==> src/dca_pkg.sv <==
// shared constants and types of the driver chain datagram assembler
package dca_pkg;

    // ****************************************************************
    // configuration area geometry
    // ****************************************************************
    localparam int CFG_WORDS = 32;    // ram words used for configuration
    localparam int CFG_ENTRIES = 64;  // two entries per word
    localparam int ADDR_W = 5;
    localparam int ENTRY_W = 6;
    localparam int ENT_IDX_W = 6;
    localparam int CODE_W = 5;
    localparam int FLAG_POS = 5;      // next_driver_flag above the code
    localparam int WORD_W = 2 * ENTRY_W;
    localparam int NUM_DRV = 3;
    localparam int DRV_W = 2;
    localparam int DAC_W = 6;

    // ****************************************************************
    // primary signal codes
    // ****************************************************************
    localparam logic [CODE_W-1:0] CODE_A_DAC0 = 5'h00;
    localparam logic [CODE_W-1:0] CODE_A_DAC5 = 5'h05;
    localparam logic [CODE_W-1:0] CODE_A_POL = 5'h06;
    localparam logic [CODE_W-1:0] CODE_A_FD = 5'h07;
    localparam logic [CODE_W-1:0] CODE_B_DAC0 = 5'h08;
    localparam logic [CODE_W-1:0] CODE_B_DAC5 = 5'h0d;
    localparam logic [CODE_W-1:0] CODE_B_POL = 5'h0e;
    localparam logic [CODE_W-1:0] CODE_B_FD = 5'h0f;
    localparam logic [CODE_W-1:0] CODE_ZERO = 5'h10;
    localparam logic [CODE_W-1:0] CODE_ONE = 5'h11;
    localparam logic [CODE_W-1:0] CODE_DIR = 5'h12;
    localparam logic [CODE_W-1:0] CODE_STEP = 5'h13;

    // ****************************************************************
    // reset values
    // ****************************************************************
    localparam logic [DRV_W-1:0] DRV_RST = 2'h0;
    localparam logic [ENT_IDX_W-1:0] ENT_RST = 6'h00;
    localparam logic SDO_RST = 1'b0;
    localparam logic SEL_N_RST = 1'b1;
    localparam logic LK_IDLE = 1'b1;  // link clock stands high between frames

    // primary signals of one motor
    typedef struct packed {
        logic [DAC_W-1:0] dac_a;
        logic             coil_a_polarity;
        logic             coil_a_fast_decay;
        logic [DAC_W-1:0] dac_b;
        logic             coil_b_polarity;
        logic             coil_b_fast_decay;
        logic             direction;
        logic             step;
    } dca_motor_t;

    // 32 bit host datagram for the configuration area
    typedef struct packed {
        logic              top;      // must be set
        logic              ram_sel;  // must be clear for this area
        logic [ADDR_W-1:0] addr;
        logic              rw;       // clear: write, set: read
        logic [9:0]        unused;
        logic [ENTRY_W-1:0] odd;
        logic [1:0]        gap;
        logic [ENTRY_W-1:0] even;
    } dca_host_word_t;

    typedef enum logic [1:0] {
        ST_IDLE,
        ST_FETCH,
        ST_WAIT_FALL,
        ST_WAIT_RISE
    } dca_state_t;

endpackage

==> src/dca_cfg_ram.sv <==
// configuration ram: 32 words of two entries, host port and fetch port
`timescale 1ns/1ps
module dca_cfg_ram
    import dca_pkg::*;
(
    input  wire logic              clk_i,
    input  wire logic              ce_i,
    input  wire logic              wr_en_i,
    input  wire logic [ADDR_W-1:0] wr_addr_i,
    input  wire logic [WORD_W-1:0] wr_data_i,
    input  wire logic [ADDR_W-1:0] host_addr_i,
    output logic      [WORD_W-1:0] host_data_o,
    input  wire logic [ADDR_W-1:0] fetch_addr_i,
    output logic      [WORD_W-1:0] fetch_data_o
);

    // ****************************************************************
    // storage
    // ****************************************************************
    // no reset: contents are arbitrary after power-up
    logic [WORD_W-1:0] mem [CFG_WORDS];

    // both read ports are registered; the host port never waits
    always_ff @(posedge clk_i)
    begin
        if (ce_i)
        begin
            if (wr_en_i)
            begin
                mem[wr_addr_i] <= wr_data_i;
            end
            host_data_o  <= mem[host_addr_i];
            fetch_data_o <= mem[fetch_addr_i];
        end
    end

endmodule

==> src/dca_assembler.sv <==
// driver chain datagram assembler: snapshot, config fetch, serial out
`timescale 1ns/1ps

module dca_assembler
    import dca_pkg::*;
(
    input  wire logic                   clk_i,
    input  wire logic                   rst_i,
    input  wire logic                   ce_i,
    input  wire dca_motor_t [NUM_DRV-1:0] motor_sig_i,
    input  wire logic                   tx_req_i,
    input  wire logic [DRV_W-1:0]       last_driver_index_i,
    input  wire logic                   host_valid_i,
    input  wire dca_host_word_t         host_word_i,
    output logic                        host_rvalid_o,
    output logic      [WORD_W-1:0]      host_rdata_o,
    input  wire logic                   link_clk_i,
    output logic                        link_sel_n_o,
    output logic                        link_data_o,
    output logic                        busy_o
);

    // ****************************************************************
    // signal selection
    // ****************************************************************
    // one code picks one primary signal of the selected driver
    function automatic logic sel_bit(input dca_motor_t m,
                                     input logic [CODE_W-1:0] code);
        logic b;
        b = 1'b0;
        if (code >= CODE_A_DAC0 && code <= CODE_A_DAC5)
        begin
            b = m.dac_a[code[2:0]];
        end
        else if (code >= CODE_B_DAC0 && code <= CODE_B_DAC5)
        begin
            b = m.dac_b[code[2:0]];
        end
        else
        begin
            case (code)
                CODE_A_POL: b = m.coil_a_polarity;
                CODE_A_FD:  b = m.coil_a_fast_decay;
                CODE_B_POL: b = m.coil_b_polarity;
                CODE_B_FD:  b = m.coil_b_fast_decay;
                CODE_ZERO:  b = 1'b0;
                CODE_ONE:   b = 1'b1;
                CODE_DIR:   b = m.direction;
                CODE_STEP:  b = m.step;
                default:    b = 1'b0;  // unused codes send zero
            endcase
        end
        return b;
    endfunction

    // ****************************************************************
    // link clock synchroniser and edge finder
    // ****************************************************************
    logic lk_meta_r;
    logic lk_sync_r;
    logic lk_prev_r;
    logic lk_meta_nxt;
    logic lk_sync_nxt;
    logic lk_prev_nxt;
    logic lk_fall;
    logic lk_rise;

    // two flops before use; the first is never looked at, edges come from the second and its delayed copy
    always_comb
    begin
        lk_meta_nxt = link_clk_i;
        lk_sync_nxt = lk_meta_r;
        lk_prev_nxt = lk_sync_r;
    end

    always_ff @(posedge clk_i)
    begin
        if (rst_i)
        begin
            lk_meta_r <= LK_IDLE;  // idle level: no false edge after reset
            lk_sync_r <= LK_IDLE;
            lk_prev_r <= LK_IDLE;
        end
        else if (ce_i)
        begin
            lk_meta_r <= lk_meta_nxt;
            lk_sync_r <= lk_sync_nxt;
            lk_prev_r <= lk_prev_nxt;
        end
    end

    assign lk_fall = lk_prev_r & ~lk_sync_r;
    assign lk_rise = ~lk_prev_r & lk_sync_r;

    // ****************************************************************
    // host access to the configuration ram
    // ****************************************************************
    logic              host_hit;
    logic              host_wr;
    logic              host_rd;
    logic              rd_pend_r;
    logic              rd_pend_nxt;
    logic [WORD_W-1:0] fetch_word;
    logic [ADDR_W-1:0] fetch_addr;

    // only words aimed at this area are taken; others are ignored
    assign host_hit = host_valid_i & host_word_i.top & ~host_word_i.ram_sel;
    assign host_wr  = host_hit & ~host_word_i.rw;
    assign host_rd  = host_hit & host_word_i.rw;

    always_comb
    begin
        rd_pend_nxt = host_rd;           // no busy check at all
    end

    always_ff @(posedge clk_i)
    begin
        if (rst_i)
        begin
            rd_pend_r <= 1'b0;
        end
        else if (ce_i)
        begin
            rd_pend_r <= rd_pend_nxt;
        end
    end

    assign host_rvalid_o = rd_pend_r;

    // odd entry in the upper half of a word, even in the lower
    dca_cfg_ram u_ram (
        .clk_i        (clk_i),
        .ce_i         (ce_i),
        .wr_en_i      (host_wr),
        .wr_addr_i    (host_word_i.addr),
        .wr_data_i    ({host_word_i.odd, host_word_i.even}),
        .host_addr_i  (host_word_i.addr),
        .host_data_o  (host_rdata_o),
        .fetch_addr_i (fetch_addr),
        .fetch_data_o (fetch_word)
    );

    // ****************************************************************
    // datagram sequencer
    // ****************************************************************
    dca_state_t                 state_r;
    dca_state_t                 state_nxt;
    dca_motor_t [NUM_DRV-1:0]   snap_r;
    dca_motor_t [NUM_DRV-1:0]   snap_nxt;
    logic [DRV_W-1:0]           drv_r;
    logic [DRV_W-1:0]           drv_nxt;
    logic [ENT_IDX_W-1:0]       ent_r;
    logic [ENT_IDX_W-1:0]       ent_nxt;
    logic                       flag_r;
    logic                       flag_nxt;
    logic                       sdo_r;
    logic                       sdo_nxt;
    logic                       sel_n_r;
    logic                       sel_n_nxt;
    logic [ENTRY_W-1:0]         entry;
    dca_motor_t                 cur_sig;

    // entry index bit 0 picks the half of the word
    assign fetch_addr = ent_r[ENT_IDX_W-1:1];
    assign entry = ent_r[0] ? fetch_word[WORD_W-1:ENTRY_W]
                            : fetch_word[ENTRY_W-1:0];
    // position selects the driver; no address goes out
    assign cur_sig = (drv_r < DRV_W'(NUM_DRV)) ? snap_r[drv_r] : '0;

    // sequencing: bits move on link falls, advance on link rises
    always_comb
    begin
        state_nxt = state_r;
        snap_nxt  = snap_r;
        drv_nxt   = drv_r;
        ent_nxt   = ent_r;
        flag_nxt  = flag_r;
        sdo_nxt   = sdo_r;
        sel_n_nxt = sel_n_r;
        case (state_r)
            ST_IDLE:
            begin
                if (tx_req_i)
                begin
                    snap_nxt  = motor_sig_i;
                    drv_nxt   = DRV_RST;
                    ent_nxt   = ENT_RST;
                    sel_n_nxt = 1'b0;
                    state_nxt = ST_FETCH;
                end
            end
            ST_FETCH:
            begin
                // one cycle for the registered ram read to settle
                state_nxt = ST_WAIT_FALL;
            end
            ST_WAIT_FALL:
            begin
                if (lk_fall)
                begin
                    sdo_nxt   = sel_bit(cur_sig, entry[CODE_W-1:0]);
                    flag_nxt  = entry[FLAG_POS];
                    state_nxt = ST_WAIT_RISE;
                end
            end
            ST_WAIT_RISE:
            begin
                if (lk_rise)
                begin
                    // wraps 63 to 0, so no flag means no end
                    ent_nxt   = ent_r + ENT_IDX_W'(1);
                    state_nxt = ST_FETCH;
                    if (flag_r && drv_r == last_driver_index_i)
                    begin
                        drv_nxt   = DRV_RST;
                        sel_n_nxt = SEL_N_RST;
                        state_nxt = ST_IDLE;
                    end
                    else if (flag_r)
                    begin
                        drv_nxt = drv_r + DRV_W'(1);
                    end
                end
            end
            default:
            begin
                state_nxt = ST_IDLE;
            end
        endcase
    end

    // reset leaves the sequencer idle with the frame closed
    always_ff @(posedge clk_i)
    begin
        if (rst_i)
        begin
            state_r <= ST_IDLE;
            snap_r  <= '0;
            drv_r   <= DRV_RST;
            ent_r   <= ENT_RST;
            flag_r  <= 1'b0;
            sdo_r   <= SDO_RST;
            sel_n_r <= SEL_N_RST;
        end
        else if (ce_i)
        begin
            state_r <= state_nxt;
            snap_r  <= snap_nxt;
            drv_r   <= drv_nxt;
            ent_r   <= ent_nxt;
            flag_r  <= flag_nxt;
            sdo_r   <= sdo_nxt;
            sel_n_r <= sel_n_nxt;
        end
    end

    assign link_data_o  = sdo_r;
    assign link_sel_n_o = sel_n_r;
    assign busy_o       = (state_r != ST_IDLE);

    // ****************************************************************
    // assertions
    // ****************************************************************
    reset_idle_a: assert property (
        @(posedge clk_i) $past(rst_i) |-> !busy_o && link_sel_n_o)
        else $error("not idle after reset");

    start_zero_a: assert property (
        @(posedge clk_i) disable iff (rst_i)
        (ce_i && !busy_o && tx_req_i) |=>
            busy_o && drv_r == '0 && ent_r == '0 && !link_sel_n_o)
        else $error("transmission did not start at zero");

    snap_hold_a: assert property (
        @(posedge clk_i) disable iff (rst_i)
        (busy_o && $past(busy_o)) |-> $stable(snap_r))
        else $error("snapshot changed during transmission");

    end_reinit_a: assert property (
        @(posedge clk_i) disable iff (rst_i)
        (ce_i && state_r == ST_WAIT_RISE && lk_rise && flag_r &&
         drv_r == last_driver_index_i) |=>
            !busy_o && drv_r == '0 && link_sel_n_o)
        else $error("transmission did not end at last driver");

    drv_step_a: assert property (
        @(posedge clk_i) disable iff (rst_i)
        (ce_i && state_r == ST_WAIT_RISE && lk_rise && flag_r &&
         drv_r != last_driver_index_i) |=>
            drv_r == $past(drv_r) + 2'h1 && state_r == ST_FETCH)
        else $error("driver index did not advance");

    ent_order_a: assert property (
        @(posedge clk_i) disable iff (rst_i)
        (ce_i && state_r == ST_WAIT_RISE && lk_rise) |=>
            ent_r == $past(ent_r) + 6'h01)
        else $error("entry index did not step by one");

    no_flag_a: assert property (
        @(posedge clk_i) disable iff (rst_i)
        (ce_i && state_r == ST_WAIT_RISE && lk_rise && !flag_r) |=>
            busy_o && drv_r == $past(drv_r))
        else $error("transmission stopped without a flag");

    host_read_a: assert property (
        @(posedge clk_i) disable iff (rst_i)
        (ce_i && host_rd) |=> host_rvalid_o)
        else $error("host read not answered");

    bit_select_a: assert property (
        @(posedge clk_i) disable iff (rst_i)
        (ce_i && state_r == ST_WAIT_FALL && lk_fall &&
         entry[CODE_W-1:0] == CODE_ONE) |=> link_data_o)
        else $error("constant one code did not send one");

    flag_latch_a: assert property (
        @(posedge clk_i) disable iff (rst_i)
        (ce_i && state_r == ST_WAIT_FALL && lk_fall) |=>
            flag_r == $past(entry[FLAG_POS]) && state_r == ST_WAIT_RISE)
        else $error("next driver flag not taken");

endmodule

==> config.mk <==
export PLATFORM = sky130hd
export DESIGN_NAME = dca_assembler
export DESIGN_NICKNAME = d
export VERILOG_FILES = /design/src/dca_pkg.sv /design/src/dca_cfg_ram.sv /design/src/dca_assembler.sv
export SDC_FILE = /design/constraint.sdc
export NUM_CORES = 1
export LEC_CHECK = 0
export ABC_AREA = 1
export BUFFER_PORTS_ARGS = -buffer_cell sky130_fd_sc_hd__buf_2
export CORE_UTILIZATION = 35
export DETAILED_ROUTE_END_ITERATION = 12
export GPL_ROUTABILITY_DRIVEN = 0
export GPL_TIMING_DRIVEN = 0
export PLACE_DENSITY = 0.61
export SLEW_MARGIN = 40
export SYNTH_ARGS = -nofsm -noshare
export SYNTH_HDL_FRONTEND = slang
export SYNTH_SLANG_ARGS = --single-unit
==> constraint.sdc <==
create_clock -name clk_i -period 2.83 [get_ports clk_i]
set_input_delay 0.566 -clock clk_i [delete_from_list [all_inputs] [get_ports clk_i]]
set_output_delay 0.566 -clock clk_i [all_outputs]
set_load 0.05 [all_outputs]
==> results of run 1 <==
[repair_timing]
item | in CTS | in global routing
setup endpoints to repair | 384 | 12
pin swaps | 6 | 1
gates resized for setup | 41 | 2
setup buffers | 11 | 1
[metrics by stage]
stage / TNS [ns] / utilization (%) / power (uW)
after global placement: -629.39 / 37.91 / 9946
after CTS: 0 / 41.43 / 17090
final: -0.3659 / 41.48 / 17210
after floorplan: 0 / - / 9053
after global routing: 0 / 41.48 / 17550
after detailed placement: -556.64 / 38.05 / 9988
[Yosys cell counts (2+ instances only)]
cell / count
o21ai_1: 15
or2_1: 2
nand4_1: 20
nor2_2: 3
inv_2: 13
o21a_1: 2
nor3_4: 3
nor4_1: 14
a21oi_1: 144
o221ai_1: 33
buf_4: 7
nand2_2: 2
inv_1: 108
nor3_1: 18
nand2_1: 233
edfxtp_1: 408
o211ai_1: 15
a22oi_1: 192
a21o_1: 2
dfxtp_1: 71
buf_6: 3
o21ai_0: 263
or2_0: 3
o22ai_1: 64
ha_1: 6
nor2_1: 248
clkbuf_1: 88
a211oi_1: 2
buf_2: 52
nand3_1: 47
nor3_2: 2
[cell type report]
class	count	area, um^2
plain buffers	151	685.7
clock buffers	66	1418
clock inverters	30	374.1
fillers	5820	36050
inverters	122	457.9
multi-input cells	1340	7297
flip-flops and latches	479	13670
well taps	837	1047
repair buffers	108	598.1
[metal layers]
layer / routed length (um) / share of wire, % / vias to the layer above
li1: - / - / 8060
met1: 32070 / 36 / 9293
met2: 37190 / 42 / 1714
met3: 13450 / 15 / 368
met4: 6278 / 7.1 / 2
met5: 17 / 0.019 / -
[sequential cells by signal (all words and copies together), names as in the netlist]
| name | flops |
|---|---|
| link_sel_n_o | 1 |
| lk_prev_r | 1 |
| lk_meta_r | 1 |
| flag_r | 1 |
| u_ram.host_data_o | 12 |
| link_data_o | 1 |
| ent_r | 6 |
| u_ram.mem | 384 |
| drv_r | 2 |
| snap_r | 54 |
| host_rvalid_o | 1 |
| u_ram.fetch_data_o | 12 |
| state_r | 2 |
| lk_prev_nxt | 1 |
[worst max-delay path, delay by kind of cell, from the launching register on]
family / cells / cell delay, ns
buf+inv: 4 / 1.15
compound gates: 2 / 0.77
simple gates: 2 / 0.50
flops: 1 / 0.30
[kinds of logic after synthesis]
logic type / synth area share (%)
simple gates: 11.46
compound gates: 20.31
flops: 62.66
fa+ha+maj: 0.3440
buf+inv: 5.224
[power by group]
group          internal, uW  switching, uW  total (uW)
logic                   494           1640        2130
clock network          4210           3020        7230
registers              7790           62.9        7850
total                 12500           4720       17200
[worst paths after layout]
path                   start                    end  slack [ns]  depth (start not counted)
setup / recovery    ent_r[3]  u_ram.fetch_data_o[4]       -0.13                          8
hold reg to reg   snap_r[32]             snap_r[32]        0.44                          2
hold / removal    link_clk_i              lk_meta_r        0.20                          3
setup reg to reg    ent_r[3]  u_ram.fetch_data_o[4]       -0.13                          8
==> results.cfg, run 1 <==
[outcome]
outcome = finished with violations
violations = negative setup slack

[cells_and_area]
fin_cells = 3133
fin_area_mm2 = 0.02555
layout_common_cells = edfxtp_1, o21ai_0, nand2_1
drive_gt1_share_pct = 13.94
antenna_cells = 0
area_growth_pct = 17.09
layout.cells.most_common = edfxtp_1
layout.nets = 2354

[synth]
avgSynthCellArea_um2 = 10.43
synth_area_mm2 = 0.02182
yosys_warnings = 0
ys_seq_area_share_pct = 62.66
synth_fp_nets = 2192
async_flop_share_pct = 0
netlist_instances = 2092
ys.flop_type = edfxtp_1
yosysTopAreaCell = edfxtp_1
synth_edf_count = 408
synthTopCellsByArea = edfxtp_1, a22oi_1, dfxtp_1
yosysTopAreaCellShare_pct = 56.15
synth_cell_types = 40
synth.ff_latch_count = 479

[drt]
routedWlPerCell_um = 28.41
firstDrtPassIters = 7
via_per_inst = 6.204
drtIter0Drc = 3418
final_antenna_net_count = 0
routed_wl_mm = 89.01
dr_total_vias = 19440
drc = 0

[power_and_ir_drop]
cellPowerDensity_mw_per_mm2 = 673.4
p_leak_uw = 0.008755
peakVddDrop_v = 0.0006001

[flow_run]
drv_cap = 0

[sta]
period_minus_slack_ns = 2.961
setup_violations = 6
fin_skew_ns = 0.04660
rsz0062_at_grt = false
max_slew_margin_pct = 31.03
hold-worst-slack_ns = 0.2034
slew_viol_final = 0
fin_ws_ns = -0.1308
max_freq_mhz = 337.7
final_hold_viol_count = 0
period_share_pct = 104.6
worst_pin_slew_ns = 1.035

[clock_tree]
path_clk_slew_ns = 0.06
cts_tree = yes
clkLatencyLatePin_ns = 0.64
cts_buffers = 52
cts.sinks = 479
htreeDepth = 2
clock-root-buffer = clkbuf_16
cts_hold_buf = 0
cts_buffer_depth = 3

[die]
die_h_um = 251.7
num_io_pins = 110
core_area_mm2 = 0.06160
start_util_pct = 35.42
die_w_um = 251.7
rows = 91
die_area_mm2 = 0.06335

[setup_path]
crit_path_max_incr_delay_ns = 0.65
worstSetupEndpointType = flop
start_kind = flop
cp_cell_sequence = clkbuf_1 -> inv_1 -> clkbuf_1 -> o221ai_1 -> nand3_1 -> nand3_1 -> o21ai_1 -> inv_1
path_class = reg2reg
required_ns = 3.19
worstPathArrival_ns = 3.32
critPathSlowestCell = clkbuf_1
crit_fanout = 10

[global_route]
busiest_layer = met2
grt.met1_usage_pct = 34.98
grtUsageTotal_pct = 27.48
gr-total-overflow = 0
grt_pass1_vias = 18490
grt.met3_usage_pct = 9.027
gr-usage-met2_pct = 40.16
grt_max_degree = 33
grt_pass1_wl_mm = 125.8
antenna_found_initial = 2

[place]
io_buffer_count = 96
hpwl_mm = 60.54
detailed_place.area_mm2 = 0.02344
post-place-ws_ns = -1.559
dp_cells = 3025

[hold_path]
hp-class = in2reg
Note: power is estimated with default switching activity, not from simulation.
==> run 2, diff against run 1 <==
--- a/config.mk
+++ b/config.mk
@@ -8,6 +8,7 @@
 export ABC_AREA = 1
 export BUFFER_PORTS_ARGS = -buffer_cell sky130_fd_sc_hd__buf_2
 export CORE_UTILIZATION = 35
+export CTS_BUF_LIST = sky130_fd_sc_hd__clkbuf_8
 export DETAILED_ROUTE_END_ITERATION = 12
 export GPL_ROUTABILITY_DRIVEN = 0
 export GPL_TIMING_DRIVEN = 0
@@ -16,3 +17,4 @@
 export SYNTH_ARGS = -nofsm -noshare
 export SYNTH_HDL_FRONTEND = slang
 export SYNTH_SLANG_ARGS = --single-unit
+export TNS_END_PERCENT = 10
==> run 2 against run 1 <==
  * The flow still finishes with violations (negative setup slack)
  * Combinational power hardly changed
  * Core utilization is 0.52 points lower
  * Non-clock buffer count is 4 lower
  * Die area stayed put
  * Cell count is 1.6% higher
  * Sequential power hardly changed
  * Global-route usage is 0.15 points higher
  * Worst setup slack worse by 0.0077 ns
  * Critical path depth stayed put
  * Critical path type unchanged
  * Largest cell class unchanged
==> results.cfg, run 2 (same netlist as run 1, synthesis figures left out) <==
[power_and_ir_drop]
cellPowerDensity_mw_per_mm2 = 628.6
p_leak_uw = 0.008682
peakVddDrop_v = 0.0004567

[drt]
m1WireLength_mm = 32.07
via_per_inst = 6.160
final_antenna_net_count = 0
wl_met2_mm = 37.40
drc = 0
dr_wl_met3_mm = 13.55
top_layer = met5
routedWlPerCell_um = 28.15
dr_total_vias = 19600
drtIter0Drc = 3406
routed_wl_mm = 89.56
firstDrtPassIters = 6

[outcome]
outcome = finished with violations
violations = negative setup slack

[sta]
worst_pin_slew_ns = 1.004
final_hold_viol_count = 0
setup_violations = 6
fin_ws_ns = -0.1386
max_slew_margin_pct = 33.08
rsz0062_at_grt = false
fin_skew_ns = 0.06509
max_freq_mhz = 336.9
period_share_pct = 104.9
tns_ns = -0.5040
period_minus_slack_ns = 2.969
slew_viol_final = 0

[cells_and_area]
fin_area_mm2 = 0.02523
nFillCells = 5922
largest_register_ffs = 384
reg_top3 = u_ram.mem (384), snap_r (54)
layout_common_cells = edfxtp_1, o21ai_0, nand2_1
layout.cells.most_common = edfxtp_1
drive_gt1_share_pct = 14.47
area_growth_pct = 15.64
layout.nets = 2380
largest_register = u_ram.mem

[die]
die_w_um = 251.7
core_area_mm2 = 0.06160
num_io_pins = 110
start_util_pct = 35.42
die_area_mm2 = 0.06335
rows = 91
die_h_um = 251.7

[clock_tree]
cts_buffer_depth = 3
cts.sinks = 479
htreeDepth = 3
clkLatencyLatePin_ns = 0.71
clock-root-buffer = clkbuf_8
cts_tree = yes
cts_buffers = 82
cts_hold_buf = 0
path_clk_slew_ns = 0.06

[place]
io_buffer_count = 96
hpwl_mm = 60.54
detailed_place.area_mm2 = 0.02344

[setup_path]
cp_cell_sequence = clkbuf_1 -> inv_1 -> clkbuf_1 -> o221ai_1 -> nand3_1 -> nand3_1 -> o21ai_1 -> inv_1
worstSetupEndpointType = flop
critPathSlowestCell = clkbuf_1
start_kind = flop
crit_fanout = 10
path_class = reg2reg
required_ns = 3.27
crit_path_max_incr_delay_ns = 0.67
worstPathArrival_ns = 3.41

[global_route]
antenna_found_initial = 4
grtUsageTotal_pct = 27.63
gr-total-overflow = 0
grt_max_degree = 33
grt_pass1_vias = 18600
grt_pass1_wl_mm = 126.0

[hold_path]
hp-class = in2reg

[flow_run]
drv_cap = 0
-- run 2: cell types whose count changed in the layout (fill, tap and decap cells not counted), moves of 3 or more --
cell       previous run  this run
clkbuf_8              2        84
clkbuf_16            54         0
inv_1               108       132
clkinv_1              6        17
clkbuf_1             94        85
buf_4                18        10
bufinv_16             7         1
buf_12                2         5
clkinv_2             10        13
diode_2               0         3
-- run 2: through the flow --
stage	instances	util (%)	setup slack (ns)	hold slack, ns	power, uW
2_1_floorplan	2092	-	0.5326	0.4200	9053
3_3_place_gp	3025	37.91	-1.777	0.4314	9946
3_5_place_dp	3025	38.05	-1.559	0.4378	9988
4_1_cts	3174	40.82	0.0009464	0.1350	15730
5_1_grt	3180	40.96	0.003940	0.1643	16230
6_report	3182	40.96	-0.1386	0.1358	15860
-- run 2: power breakdown --
part           switching [uW]  internal (uW)  total, uW
Sequential               62.9           7790       7850
Combinational            1640            493       2130
Clock                    3000           2870       5880
-- run 2: cell type report --
cell class | count | area [um^2] | share of cell area [%]
clock buffer | 84 | 1156 | 4.582
buffer | 151 | 685.7 | 2.717
antenna | 3 | 7.507 | 0.02975
inverter | 122 | 457.9 | 1.815
multi-input combinational | 1340 | 7281 | 28.85
sequential | 479 | 13670 | 54.19
timing repair buffer | 104 | 605.6 | 2.400
clock inverter | 62 | 319.1 | 1.264
tap | 837 | 1047 | 4.150
-- run 2: worst max-delay path: cells and delay by family (launching register included) --
| kind | cells | cell delay [ns] |
|---|---|---|
| AO/OA/AOI/OAI | 2 | 0.75 |
| buffers and inverters | 4 | 1.18 |
| flip-flops | 1 | 0.29 |
| AND/OR/NAND/NOR | 2 | 0.49 |
-- run 2: metal layers --
metal	global-route usage [%]	up-vias
met3	10.57	380
met2	40.25	1725
met4	16.69	6
met5	0.9266	-
li1	-	8125
met1	34.51	9366
-- run 2: final timing paths --
check,slack [ns],depth (start not counted),end,start
worst max-delay path,-0.14,8,u_ram.fetch_data_o[4],ent_r[3]
worst min-delay path,0.14,3,lk_meta_r,link_clk_i
worst max register to register,-0.14,8,u_ram.fetch_data_o[4],ent_r[3]
worst min register to register,0.44,2,snap_r[14],snap_r[14]
-- run 2: what timing repair did --
item / 4_1_cts / 5_1_grt
endpoints found under the setup margin: 384 / 257
buffers inserted: 3 / 5
pin swaps: 3 / 4
resized for setup: 38 / 3
